**src/rtl/ssc_cfg.svh**
```systemverilog
`ifndef SSC_CFG_SVH
`define SSC_CFG_SVH
// Behaviour
// - Module-on bit enables block and claims pins
// - Halt-in-idle stops block during processor idle
// - Slave enhanced count shows unread transfers
// - Shifter-empty flag is one while shifter idle
// - Overflow flag set, new word discarded
// - Receive-FIFO-empty flag mirrors receive FIFO contents
// - Select 110: last bit in, TX empty
// - Select 101: last bit out, transfer done
// - Select 100: word moved into the shifter
// - Select 000: last receive entry read out
// - Standard TX full: set on write, cleared on load
// - Standard RX full: set on receive, cleared on read

// ==========================================================
// Register byte offsets
`define SSC_OFF_STAT   12'h000
`define SSC_OFF_DATA   12'h004
`define SSC_OFF_CTRL   12'h008
`define SSC_OFF_ISTAT  12'h00c
`define SSC_OFF_IMASK  12'h010

// ==========================================================
// Status and control field positions
`define SSC_BIT_ON     15
`define SSC_BIT_SIDL   13
`define SSC_BEC_HI     10
`define SSC_BEC_LO     8
`define SSC_BIT_SHIFTER_EMPTY_FLAG  7
`define SSC_BIT_ROV    6
`define SSC_BIT_RXMPT  5
`define SSC_SEL_HI     4
`define SSC_SEL_LO     2
`define SSC_BIT_TBF    1
`define SSC_BIT_RBF    0
`define SSC_BIT_MASTER 0
`define SSC_BIT_ENH    1
`define SSC_IRQ_BUF    0
`define SSC_IRQ_ROV    1

// ==========================================================
// Buffer interrupt select codes
`define SSC_SEL_RX_EMPTY 3'h0
`define SSC_SEL_RX_ANY   3'h1
`define SSC_SEL_RX_HALF  3'h2
`define SSC_SEL_RX_FULL  3'h3
`define SSC_SEL_TX_FREE  3'h4
`define SSC_SEL_TX_DONE  3'h5
`define SSC_SEL_TX_EMPTY 3'h6
`define SSC_SEL_TX_FULL  3'h7

// ==========================================================
// Reset values
`define SSC_RST_ON     1'h0
`define SSC_RST_SIDL   1'h0
`define SSC_RST_BUFFER_IRQ_SELECT  3'h0
`define SSC_RST_MASTER 1'h0
`define SSC_RST_ENH    1'h0
`define SSC_RST_IMASK  2'h0

// ==========================================================
// Timing
`define SSC_CLK_NS       10
`define SSC_SCK_HALF_NS  80
`define SSC_SCK_HALF_CYC ((`SSC_SCK_HALF_NS + `SSC_CLK_NS - 1) / `SSC_CLK_NS)

`endif

```
**src/rtl/ssc_pkg.sv**
```systemverilog
package ssc_pkg;

  // ==========================================================
  // Levels sensed on the serial pins
  typedef struct packed {
    logic serial_clock_pin;
    logic serial_in_pin;
    logic select_or_frame_pin_n;
  } ssc_pin_sense_t;

  // ==========================================================
  // Levels and enables driven onto the serial pins
  typedef struct packed {
    logic serial_clock_pin;
    logic serial_clock_oe;
    logic serial_out_pin;
    logic serial_out_oe;
  } ssc_pin_drive_t;

  // Shifter states
  typedef enum logic {
    SSC_IDLE,
    SSC_SHIFT
  } ssc_shift_st_t;

endpackage

```
**src/rtl/ssc_sync.sv**
```systemverilog
`timescale 1ns/1ps
module ssc_sync
#(
  parameter int W = 3
)
(
  // Clock and reset
  input  wire logic         pclk,
  input  wire logic         presetn,
  // Raw and retimed levels
  input  wire logic [W-1:0] raw_lvl,
  output logic      [W-1:0] sync_lvl
);

  typedef struct packed {
    logic [W-1:0] meta;
    logic [W-1:0] stable;
  } ssc_sync_state_t;

  ssc_sync_state_t s_q;
  ssc_sync_state_t s_d;

  // ==========================================================
  // Two stages; only the second stage is visible outside
  always_comb
  begin
    s_d        = s_q;
    s_d.meta   = raw_lvl;
    s_d.stable = s_q.meta;
  end

  always_ff @(posedge pclk or negedge presetn)
  begin
    if (!presetn)
    begin
      s_q <= '0;
    end
    else
    begin
      s_q <= s_d;
    end
  end

  assign sync_lvl = s_q.stable;

endmodule

```
**src/rtl/ssc_core.sv**
```systemverilog
// The APB register port and the placing of the registers were left to the implementer.
`timescale 1ns/1ps
`include "ssc_cfg.svh"
module ssc_core
#(
  parameter int DW    = 8,
  parameter int DEPTH = 4,
  parameter int AW    = 12,
  parameter int HALF  = `SSC_SCK_HALF_CYC
)
(
  // Clock and reset
  input  wire logic                    pclk,
  input  wire logic                    presetn,
  // APB slave
  input  wire logic                    psel,
  input  wire logic                    penable,
  input  wire logic                    pwrite,
  input  wire logic [AW-1:0]           paddr,
  input  wire logic [31:0]             pwdata,
  output logic      [31:0]             prdata,
  output logic                         pready,
  output logic                         pslverr,
  // Processor power state
  input  wire logic                    cpu_idle,
  // Serial pins
  input  wire ssc_pkg::ssc_pin_sense_t pin_sense,
  output ssc_pkg::ssc_pin_drive_t      pin_drive,
  // Interrupt
  output logic                         irq
);

  localparam int PW = (DEPTH > 1) ? $clog2(DEPTH) : 1;
  localparam int CW = $clog2(DEPTH + 1);
  localparam int BW = (DW > 1) ? $clog2(DW) : 1;
  localparam int HW = $clog2(HALF + 1);

  typedef struct packed {
    logic                   en;
    logic                   sidl;
    logic [2:0]             buffer_irq_select;
    logic                   rov;
    logic                   master;
    logic                   enh;
    logic [1:0]             istat;
    logic [1:0]             imask;
    logic                   irq;
    logic                   lvl_prev;
    logic [31:0]            prdata;
    logic                   pready;
    logic                   pslverr;
    logic [DEPTH-1:0][DW-1:0] txf;
    logic [DEPTH-1:0][DW-1:0] rxf;
    logic [PW-1:0]          tx_rd;
    logic [PW-1:0]          tx_wr;
    logic [PW-1:0]          rx_rd;
    logic [PW-1:0]          rx_wr;
    logic [CW-1:0]          tx_cnt;
    logic [CW-1:0]          rx_cnt;
    ssc_pkg::ssc_shift_st_t st;
    logic [DW-1:0]          sr;
    logic                   rx_bit;
    logic [BW-1:0]          bitcnt;
    logic [HW-1:0]          div;
    logic                   sck;
    logic                   sck_prev;
    logic                   sck_oe;
    logic                   sdo_oe;
  } ssc_state_t;

  ssc_state_t    s_q;
  ssc_state_t    s_d;
  logic [2:0]    pin_s;
  logic          sck_s;
  logic          sdi_s;
  logic          ss_n_s;
  logic          setup;
  logic          access;
  logic          wr_acc;
  logic          rd_acc;
  logic [CW-1:0] cap;
  logic          tx_full;
  logic          tx_empty;
  logic          rx_full;
  logic          rx_empty;
  logic          halted;
  logic          run;
  logic          push_tx;
  logic          pop_rx;
  logic [CW-1:0] bec;
  logic [15:0]   stat_rd;
  logic [31:0]   rd_mux;
  logic          hit;
  logic [DW-1:0] word;
  logic          rise;
  logic          fall;
  logic          tick;
  logic          load_ev;
  logic          done_ev;
  logic          out_ev;
  logic          push_rx;
  logic          ovf_ev;
  logic          buf_lvl;
  logic          buf_pulse;
  logic          buf_ev;
  logic          stat_wr;

  function automatic logic [PW-1:0] nxt(input logic [PW-1:0] p);
    nxt = (p == PW'(DEPTH - 1)) ? '0 : PW'(p + 1'b1);
  endfunction

  // ==========================================================
  // Pin retiming: link clock, data in and select pass two flops
  ssc_sync #(
    .W (3)
  ) u_sync (
    .pclk     (pclk),
    .presetn  (presetn),
    .raw_lvl  ({pin_sense.serial_clock_pin, pin_sense.serial_in_pin,
                pin_sense.select_or_frame_pin_n}),
    .sync_lvl (pin_s)
  );

  assign sck_s  = pin_s[2];
  assign sdi_s  = pin_s[1];
  assign ss_n_s = pin_s[0];

  // ==========================================================
  // Bus phases and buffer levels
  assign setup    = psel & ~penable;
  assign access   = psel & penable & s_q.pready;
  assign wr_acc   = access & pwrite;
  assign rd_acc   = access & ~pwrite;
  assign stat_wr  = wr_acc & (paddr == `SSC_OFF_STAT);
  assign cap      = s_q.enh ? CW'(DEPTH) : CW'(1);
  assign tx_full  = (s_q.tx_cnt >= cap);
  assign tx_empty = (s_q.tx_cnt == '0);
  assign rx_full  = (s_q.rx_cnt >= cap);
  assign rx_empty = (s_q.rx_cnt == '0);
  assign halted   = s_q.sidl & cpu_idle;
  assign run      = s_q.en & ~halted;
  // A write to a full transmit buffer is dropped, never overwrites
  assign push_tx  = wr_acc & (paddr == `SSC_OFF_DATA) & s_q.en & ~tx_full;
  assign pop_rx   = rd_acc & (paddr == `SSC_OFF_DATA) & s_q.en & ~rx_empty;
  assign bec      = s_q.master ? s_q.tx_cnt : s_q.rx_cnt;
  assign word     = {s_q.sr[DW-2:0], s_q.rx_bit};
  assign tick     = (s_q.div == HW'(HALF - 1));

  // ==========================================================
  // Status word as software sees it; unlisted bits stay zero
  always_comb
  begin
    stat_rd                           = '0;
    stat_rd[`SSC_BIT_ON]              = s_q.en;
    stat_rd[`SSC_BIT_SIDL]            = s_q.sidl;
    if (s_q.enh)
    begin
      stat_rd[`SSC_BEC_HI:`SSC_BEC_LO] = 3'(bec);
    end
    stat_rd[`SSC_BIT_SHIFTER_EMPTY_FLAG]           = (s_q.st == ssc_pkg::SSC_IDLE);
    stat_rd[`SSC_BIT_ROV]             = s_q.rov;
    stat_rd[`SSC_BIT_RXMPT]           = rx_empty;
    stat_rd[`SSC_SEL_HI:`SSC_SEL_LO]  = s_q.buffer_irq_select;
    stat_rd[`SSC_BIT_TBF]             = tx_full;
    stat_rd[`SSC_BIT_RBF]             = rx_full;
  end

  // Read multiplexer; unmapped addresses answer zero with an error
  always_comb
  begin
    rd_mux = '0;
    hit    = 1'b1;
    case (paddr)
      `SSC_OFF_STAT:  rd_mux = 32'(stat_rd);
      `SSC_OFF_DATA:  rd_mux = 32'(s_q.rxf[s_q.rx_rd]);
      `SSC_OFF_CTRL:  rd_mux = 32'({s_q.enh, s_q.master});
      `SSC_OFF_ISTAT: rd_mux = 32'(s_q.istat);
      `SSC_OFF_IMASK: rd_mux = 32'(s_q.imask);
      default:        hit    = 1'b0;
    endcase
  end

  // ==========================================================
  // Next state
  always_comb
  begin
    s_d       = s_q;
    rise      = 1'b0;
    fall      = 1'b0;
    load_ev   = 1'b0;
    done_ev   = 1'b0;
    out_ev    = 1'b0;
    push_rx   = 1'b0;
    ovf_ev    = 1'b0;
    buf_lvl   = 1'b0;
    buf_pulse = 1'b0;
    // Data is prepared in setup so the access phase has no wait state
    s_d.pready  = setup;
    s_d.pslverr = setup & ~hit;
    s_d.prdata  = setup ? rd_mux : '0;
    if (stat_wr)
    begin
      s_d.en    = pwdata[`SSC_BIT_ON];
      s_d.sidl  = pwdata[`SSC_BIT_SIDL];
      s_d.buffer_irq_select = pwdata[`SSC_SEL_HI:`SSC_SEL_LO];
    end
    if (wr_acc && (paddr == `SSC_OFF_CTRL))
    begin
      s_d.master = pwdata[`SSC_BIT_MASTER];
      s_d.enh    = pwdata[`SSC_BIT_ENH];
    end
    if (wr_acc && (paddr == `SSC_OFF_IMASK))
    begin
      s_d.imask = pwdata[1:0];
    end
    if (push_tx)
    begin
      s_d.txf[s_q.tx_wr] = pwdata[DW-1:0];
      s_d.tx_wr          = nxt(s_q.tx_wr);
    end
    if (pop_rx)
    begin
      s_d.rx_rd = nxt(s_q.rx_rd);
    end
    s_d.sck_prev = sck_s;
    // Shifter, mode 0: sample on rising edge, shift on falling edge
    case (s_q.st)
      ssc_pkg::SSC_IDLE:
      begin
        s_d.bitcnt = '0;
        s_d.div    = '0;
        if (run && s_q.master && !tx_empty)
        begin
          s_d.sr    = s_q.txf[s_q.tx_rd];
          s_d.tx_rd = nxt(s_q.tx_rd);
          load_ev   = 1'b1;
          s_d.st    = ssc_pkg::SSC_SHIFT;
        end
        else if (run && !s_q.master && !ss_n_s)
        begin
          // Slave with nothing queued shifts out zeros
          s_d.sr = tx_empty ? '0 : s_q.txf[s_q.tx_rd];
          if (!tx_empty)
          begin
            s_d.tx_rd = nxt(s_q.tx_rd);
            load_ev   = 1'b1;
          end
          s_d.st = ssc_pkg::SSC_SHIFT;
        end
      end
      ssc_pkg::SSC_SHIFT:
      begin
        if (!s_q.master && ss_n_s)
        begin
          s_d.st = ssc_pkg::SSC_IDLE;
          out_ev = 1'b1;
        end
        else if (run)
        begin
          if (s_q.master)
          begin
            s_d.div = tick ? '0 : HW'(s_q.div + 1'b1);
            s_d.sck = tick ? ~s_q.sck : s_q.sck;
            rise    = tick & ~s_q.sck;
            fall    = tick & s_q.sck;
          end
          else
          begin
            rise = sck_s & ~s_q.sck_prev;
            fall = ~sck_s & s_q.sck_prev;
          end
          if (rise)
          begin
            s_d.rx_bit = sdi_s;
          end
          if (fall)
          begin
            s_d.sr = word;
            if (s_q.bitcnt == BW'(DW - 1))
            begin
              done_ev    = 1'b1;
              s_d.bitcnt = '0;
              // A full receive buffer keeps its data; the new word is lost
              if (rx_full && !pop_rx)
              begin
                ovf_ev = 1'b1;
              end
              else
              begin
                push_rx = 1'b1;
              end
              if (s_q.master)
              begin
                s_d.st = ssc_pkg::SSC_IDLE;
                out_ev = 1'b1;
              end
              else if (!tx_empty)
              begin
                s_d.sr    = s_q.txf[s_q.tx_rd];
                s_d.tx_rd = nxt(s_q.tx_rd);
                load_ev   = 1'b1;
              end
            end
            else
            begin
              s_d.bitcnt = BW'(s_q.bitcnt + 1'b1);
            end
          end
        end
      end
      default:
      begin
        s_d.st = ssc_pkg::SSC_IDLE;
      end
    endcase
    if (push_rx)
    begin
      s_d.rxf[s_q.rx_wr] = word;
      s_d.rx_wr          = nxt(s_q.rx_wr);
    end
    s_d.tx_cnt = CW'(s_q.tx_cnt + CW'(push_tx) - CW'(load_ev));
    s_d.rx_cnt = CW'(s_q.rx_cnt + CW'(push_rx) - CW'(pop_rx));
    // Clearing the module-on bit flushes buffers and stops the shifter
    if (!s_q.en)
    begin
      s_d.tx_cnt = '0;
      s_d.rx_cnt = '0;
      s_d.tx_rd  = '0;
      s_d.tx_wr  = '0;
      s_d.rx_rd  = '0;
      s_d.rx_wr  = '0;
      s_d.st     = ssc_pkg::SSC_IDLE;
      s_d.sck    = 1'b0;
    end
    // Overflow: set wins over a software clear in the same cycle
    s_d.rov = ovf_ev | (s_q.rov & ~(stat_wr & ~pwdata[`SSC_BIT_ROV]));
    // Buffer interrupt condition picked by the select field
    case (s_q.buffer_irq_select)
      `SSC_SEL_TX_FULL:  buf_lvl   = tx_full;
      `SSC_SEL_RX_FULL:  buf_lvl   = rx_full;
      `SSC_SEL_RX_HALF:  buf_lvl   = ({s_q.rx_cnt, 1'b0} >= {1'b0, cap}) & ~rx_empty;
      `SSC_SEL_RX_ANY:   buf_lvl   = ~rx_empty;
      `SSC_SEL_TX_EMPTY: buf_pulse = done_ev & (s_d.tx_cnt == '0);
      `SSC_SEL_TX_DONE:  buf_pulse = out_ev;
      `SSC_SEL_TX_FREE:  buf_pulse = load_ev;
      `SSC_SEL_RX_EMPTY: buf_pulse = pop_rx & (s_d.rx_cnt == '0);
      default:           buf_pulse = 1'b0;
    endcase
    buf_ev       = s_q.en & (buf_pulse | (buf_lvl & ~s_q.lvl_prev));
    s_d.lvl_prev = buf_lvl;
    // Read clears only the bits that were returned, so a new event survives
    s_d.istat = s_q.istat & ~((rd_acc && (paddr == `SSC_OFF_ISTAT)) ? s_q.prdata[1:0] : 2'h0);
    s_d.istat[`SSC_IRQ_BUF] = s_d.istat[`SSC_IRQ_BUF] | buf_ev;
    s_d.istat[`SSC_IRQ_ROV] = s_d.istat[`SSC_IRQ_ROV] | ovf_ev;
    s_d.irq    = |(s_d.istat & s_d.imask);
    s_d.sck_oe = s_d.en & s_d.master;
    s_d.sdo_oe = s_d.en & (s_d.master | ~ss_n_s);
  end

  // ==========================================================
  // State register
  always_ff @(posedge pclk or negedge presetn)
  begin
    if (!presetn)
    begin
      s_q        <= '0;
      s_q.en     <= `SSC_RST_ON;
      s_q.sidl   <= `SSC_RST_SIDL;
      s_q.buffer_irq_select  <= `SSC_RST_BUFFER_IRQ_SELECT;
      s_q.master <= `SSC_RST_MASTER;
      s_q.enh    <= `SSC_RST_ENH;
      s_q.imask  <= `SSC_RST_IMASK;
    end
    else
    begin
      s_q <= s_d;
    end
  end

  // Outputs straight from flops
  assign prdata                     = s_q.prdata;
  assign pready                     = s_q.pready;
  assign pslverr                    = s_q.pslverr;
  assign irq                        = s_q.irq;
  assign pin_drive.serial_clock_pin = s_q.sck;
  assign pin_drive.serial_clock_oe  = s_q.sck_oe;
  assign pin_drive.serial_out_pin   = s_q.sr[DW-1];
  assign pin_drive.serial_out_oe    = s_q.sdo_oe;
endmodule

```
**config.mk**
```make
export PLATFORM = sky130hd
export DESIGN_NAME = ssc_core
export DESIGN_NICKNAME = d
export VERILOG_FILES = /design/src/rtl/ssc_pkg.sv /design/src/rtl/ssc_sync.sv /design/src/rtl/ssc_core.sv
export VERILOG_INCLUDE_DIRS = /design/src /design/src/rtl
export SDC_FILE = /design/constraint.sdc
export NUM_CORES = 1
export LEC_CHECK = 0
export ABC_AREA = 1
export BUFFER_PORTS_ARGS = -buffer_cell sky130_fd_sc_hd__buf_2
export CAP_MARGIN = 20
export CORE_UTILIZATION = 40
export CTS_CLUSTER_SIZE = 10
export DETAILED_ROUTE_END_ITERATION = 10
export GPL_TIMING_DRIVEN = 0
export PLACE_DENSITY_LB_ADDON = 0.15
export SLEW_MARGIN = 20
export SYNTH_ARGS = -nofsm -noshare
export SYNTH_HDL_FRONTEND = slang
export SYNTH_SLANG_ARGS = --single-unit
```
**constraint.sdc**
```tcl
create_clock -name pclk -period 7.1 [get_ports pclk]
set_input_delay 1.065 -clock pclk [delete_from_list [all_inputs] [get_ports pclk]]
set_output_delay 1.065 -clock pclk [all_outputs]
set_load 0.005 [all_outputs]
```
==> flow_summary.json <==
{
  "avgSynthCellArea_sq_um": 8.46,
  "skew_ns": 0.00643,
  "num-nets-final": 1005,
  "ir_drop_uv": 168,
  "synth_top_area_share_pct": 47.2,
  "cts_hold_buf": 0,
  "postRouteAntennaNets": 0,
  "synth-edff-count": 0,
  "synth_top_cell_by_area": "dfrtp_1",
  "dieArea_sq_um": 18300,
  "ys_warn_count": 0,
  "fp.dieW_um": 135,
  "finalSetupTns_ns": 0,
  "fin_crit_sh_pct": 52.0,
  "drive_above_1_share_pct": 18.0,
  "diodes": 0,
  "startpoint_type": "input port",
  "grt_max_degree": 96,
  "syn_area_sq_um": 7100,
  "drcViolationCount": 0,
  "synth_most_common_cell": "nand2_1",
  "min-delay-path-class": "register to register",
  "portBuffers": 50,
  "whs_ns": 0.347,
  "wl_per_cell_um": 15.0,
  "postCtsSetupBuffers": 0,
  "crit_path_max_fanout": 10,
  "cts-root-buf": "clkbuf_16",
  "ys_seq_area_share_pct": 47.2,
  "max_freq_mhz": 271,
  "end_kind": "register",
  "initial_core_util_pct": 41.0,
  "clk_path_buf_depth": 2,
  "hpwlAfterDp_mm": 12.6,
  "wl_mm": 17.4,
  "cts_num_sinks": 134,
  "area_growth_pct": 16.9,
  "synthTopCellsByCount": "159 x nand2_1, 134 x dfrtp_1, 120 x inv_1",
  "cts_tree": "yes",
  "maxCapViolations": 0,
  "cp_common_cell": "nand2_1",
  "htreeDepth": 4,
  "slew_violations": 0,
  "clk_latency_ns": 0.41,
  "grt-ovfl-total": 0,
  "power.total_w": 0.00201,
  "relSlewSlack_pct": 49.4,
  "clkTransAtPathRegs_ns": 0.06,
  "num_io_pins": 92,
  "drt_iter0_markers": 392,
  "synth-main-ff-cell": "dfrtp_1",
  "cp_slowest_cell": "fa_1",
  "grtUsageTotal_pct": 20.4,
  "slowest_delay_ns": 0.43,
  "cts_made_buffers": 17,
  "synth_cell_type_count": 42,
  "syn-instance-count": 839,
  "cts_resized": 0,
  "status": "completed",
  "gp_congestion": 0.807,
  "arrival_ns": 4.05,
  "finalHoldViolations": 0,
  "tightest_slew_ns": 0.749,
  "power.density_nw_per_um2": 243,
  "fp.dieH_um": 135,
  "synth-seq-cells": 134,
  "async_reset_ff_share_pct": 100,
  "synthTopCellsByArea": "dfrtp_1 47%, nand2_1 8.4%, o21ai_0 6.5%",
  "core-area_sq_um": 17300,
  "critPathRequiredTime_ns": 7.45,
  "fin_crit_ns": 3.69,
  "vias": 5564,
  "grt_antenna_before_repair": 0,
  "grt_pass1_wl_mm": 28.2,
  "grt_pass1_vias": 5282,
  "worstSetupPathType": "input port to register",
  "grt_setup_unrepaired": "no",
  "rows": 48,
  "via_per_inst": 4.78,
  "setup_viol_count_final": 0,
  "total_leakage_power_nw": 4.57,
  "first_pass_iters": 5
}
-- state kept, by name (all words and copies together), names as in the netlist --
| signal | cells |
|---|---|
| s_q | 108 |
| prdata | 13 |
| pin_drive | 4 |
| u_sync.s_d | 3 |
| u_sync.sync_lvl | 3 |
| irq | 1 |
| pready | 1 |
| pslverr | 1 |
-- cell usage in the layout (no fill, tap or decap), types with 3 or more instances in the layout --
| master | netlist | routed |
|---|---|---|
| nand2_1 | 159 | 159 |
| dfrtp_1 | 134 | 134 |
| inv_1 | 120 | 120 |
| o21ai_0 | 92 | 92 |
| a21oi_1 | 72 | 72 |
| buf_2 | 1 | 50 |
| nor2_1 | 49 | 49 |
| buf_4 | 39 | 39 |
| nand3_1 | 30 | 30 |
| ha_1 | 23 | 23 |
| conb_1 | 1 | 19 |
| clkbuf_16 | 0 | 17 |
| mux2i_1 | 16 | 16 |
| clkbuf_1 | 8 | 10 |
| a31oi_1 | 10 | 10 |
| o21ai_1 | 9 | 9 |
| inv_2 | 8 | 8 |
| nand2_2 | 7 | 7 |
| nor2_2 | 7 | 7 |
| nand4_1 | 6 | 6 |
| nor3_1 | 6 | 6 |
| buf_6 | 6 | 6 |
| clkinv_2 | 0 | 6 |
| nor2_4 | 4 | 4 |
| clkbuf_8 | 0 | 4 |
| nor2_8 | 3 | 3 |
| a211oi_1 | 3 | 3 |
| o21ai_2 | 3 | 3 |
-- area by class of cell --
| type | instances | area [sq um] |
|---|---|---|
| well taps | 225 | 282 |
| fillers | 1706 | 9000 |
| flip-flops and latches | 134 | 3350 |
| plain buffers | 54 | 395 |
| multi-input cells | 538 | 2920 |
| clock inverters | 9 | 75.1 |
| clock buffers | 23 | 488 |
| inverters | 131 | 494 |
| repair buffers | 51 | 288 |
-- routing by layer --
| layer | vias to the layer above | wire [um] | track usage, % |
|---|---|---|---|
| met5 | - | 0 | 0 |
| met2 | 110 | 7900 | 31.3 |
| met4 | 0 | 244 | 5.74 |
| li1 | 2835 | - | - |
| met3 | 16 | 673 | 4.38 |
| met1 | 2603 | 8610 | 29.0 |
-- where the power goes --
part	leakage, nW	internal [W]	switching [W]
clock network	0.279	0.000515	0.000322
logic	2.69	0.000106	0.000212
registers	1.61	0.000801	0.0000592
total	4.57	0.00142	0.000593
-- worst paths after layout --
check / startpoint / slack, ns / end / cells past startpoint
min reg2reg: u_sync.s_d[1] / 0.35 / u_sync.sync_lvl[1] / 0
max in group asynchronous: presetn / 5.81 / s_q[9] / 2
max: paddr[11] / 3.41 / irq / 25
max reg2reg: s_q[139] / 3.57 / irq / 22
min in group asynchronous: presetn / 0.53 / s_q[44] / 1
min: u_sync.s_d[1] / 0.35 / u_sync.sync_lvl[1] / 0
-- cells by family (layout without fill, tap and decap cells) --
| group | after synthesis | count (layout) | synth area share, % |
|---|---|---|---|
| simple gates | 276 | 276 | 17.8 |
| compound gates | 198 | 198 | 14.9 |
| buf+inv | 185 | 268 | 12.5 |
| flops | 134 | 134 | 47.2 |
| fa+ha+maj | 25 | 25 | 4.62 |
| mux | 18 | 18 | 2.57 |
| xor+xnor | 2 | 2 | 0.247 |
| other cells | 1 | 19 | 0.0528 |
-- metrics by stage --
step	setup slack (ns)	instance area [sq um]	util [%]	cells
after floorplan	3.50	7170	-	857
after global placement	2.99	7700	44.5	1132
after detailed placement	2.97	7730	44.7	1133
after CTS	3.40	8300	48.0	1165
after global routing	3.12	8300	48.0	1165
final	3.41	8300	48.0	1165
-- worst max-delay path: cells and delay by family --
kind                       cells  cell delay, ns
and+or+nand+nor               16            1.52
adders and majority gates      3            0.89
buffers and inverters          6            0.56
Note: power is estimated with default switching activity, not from simulation.
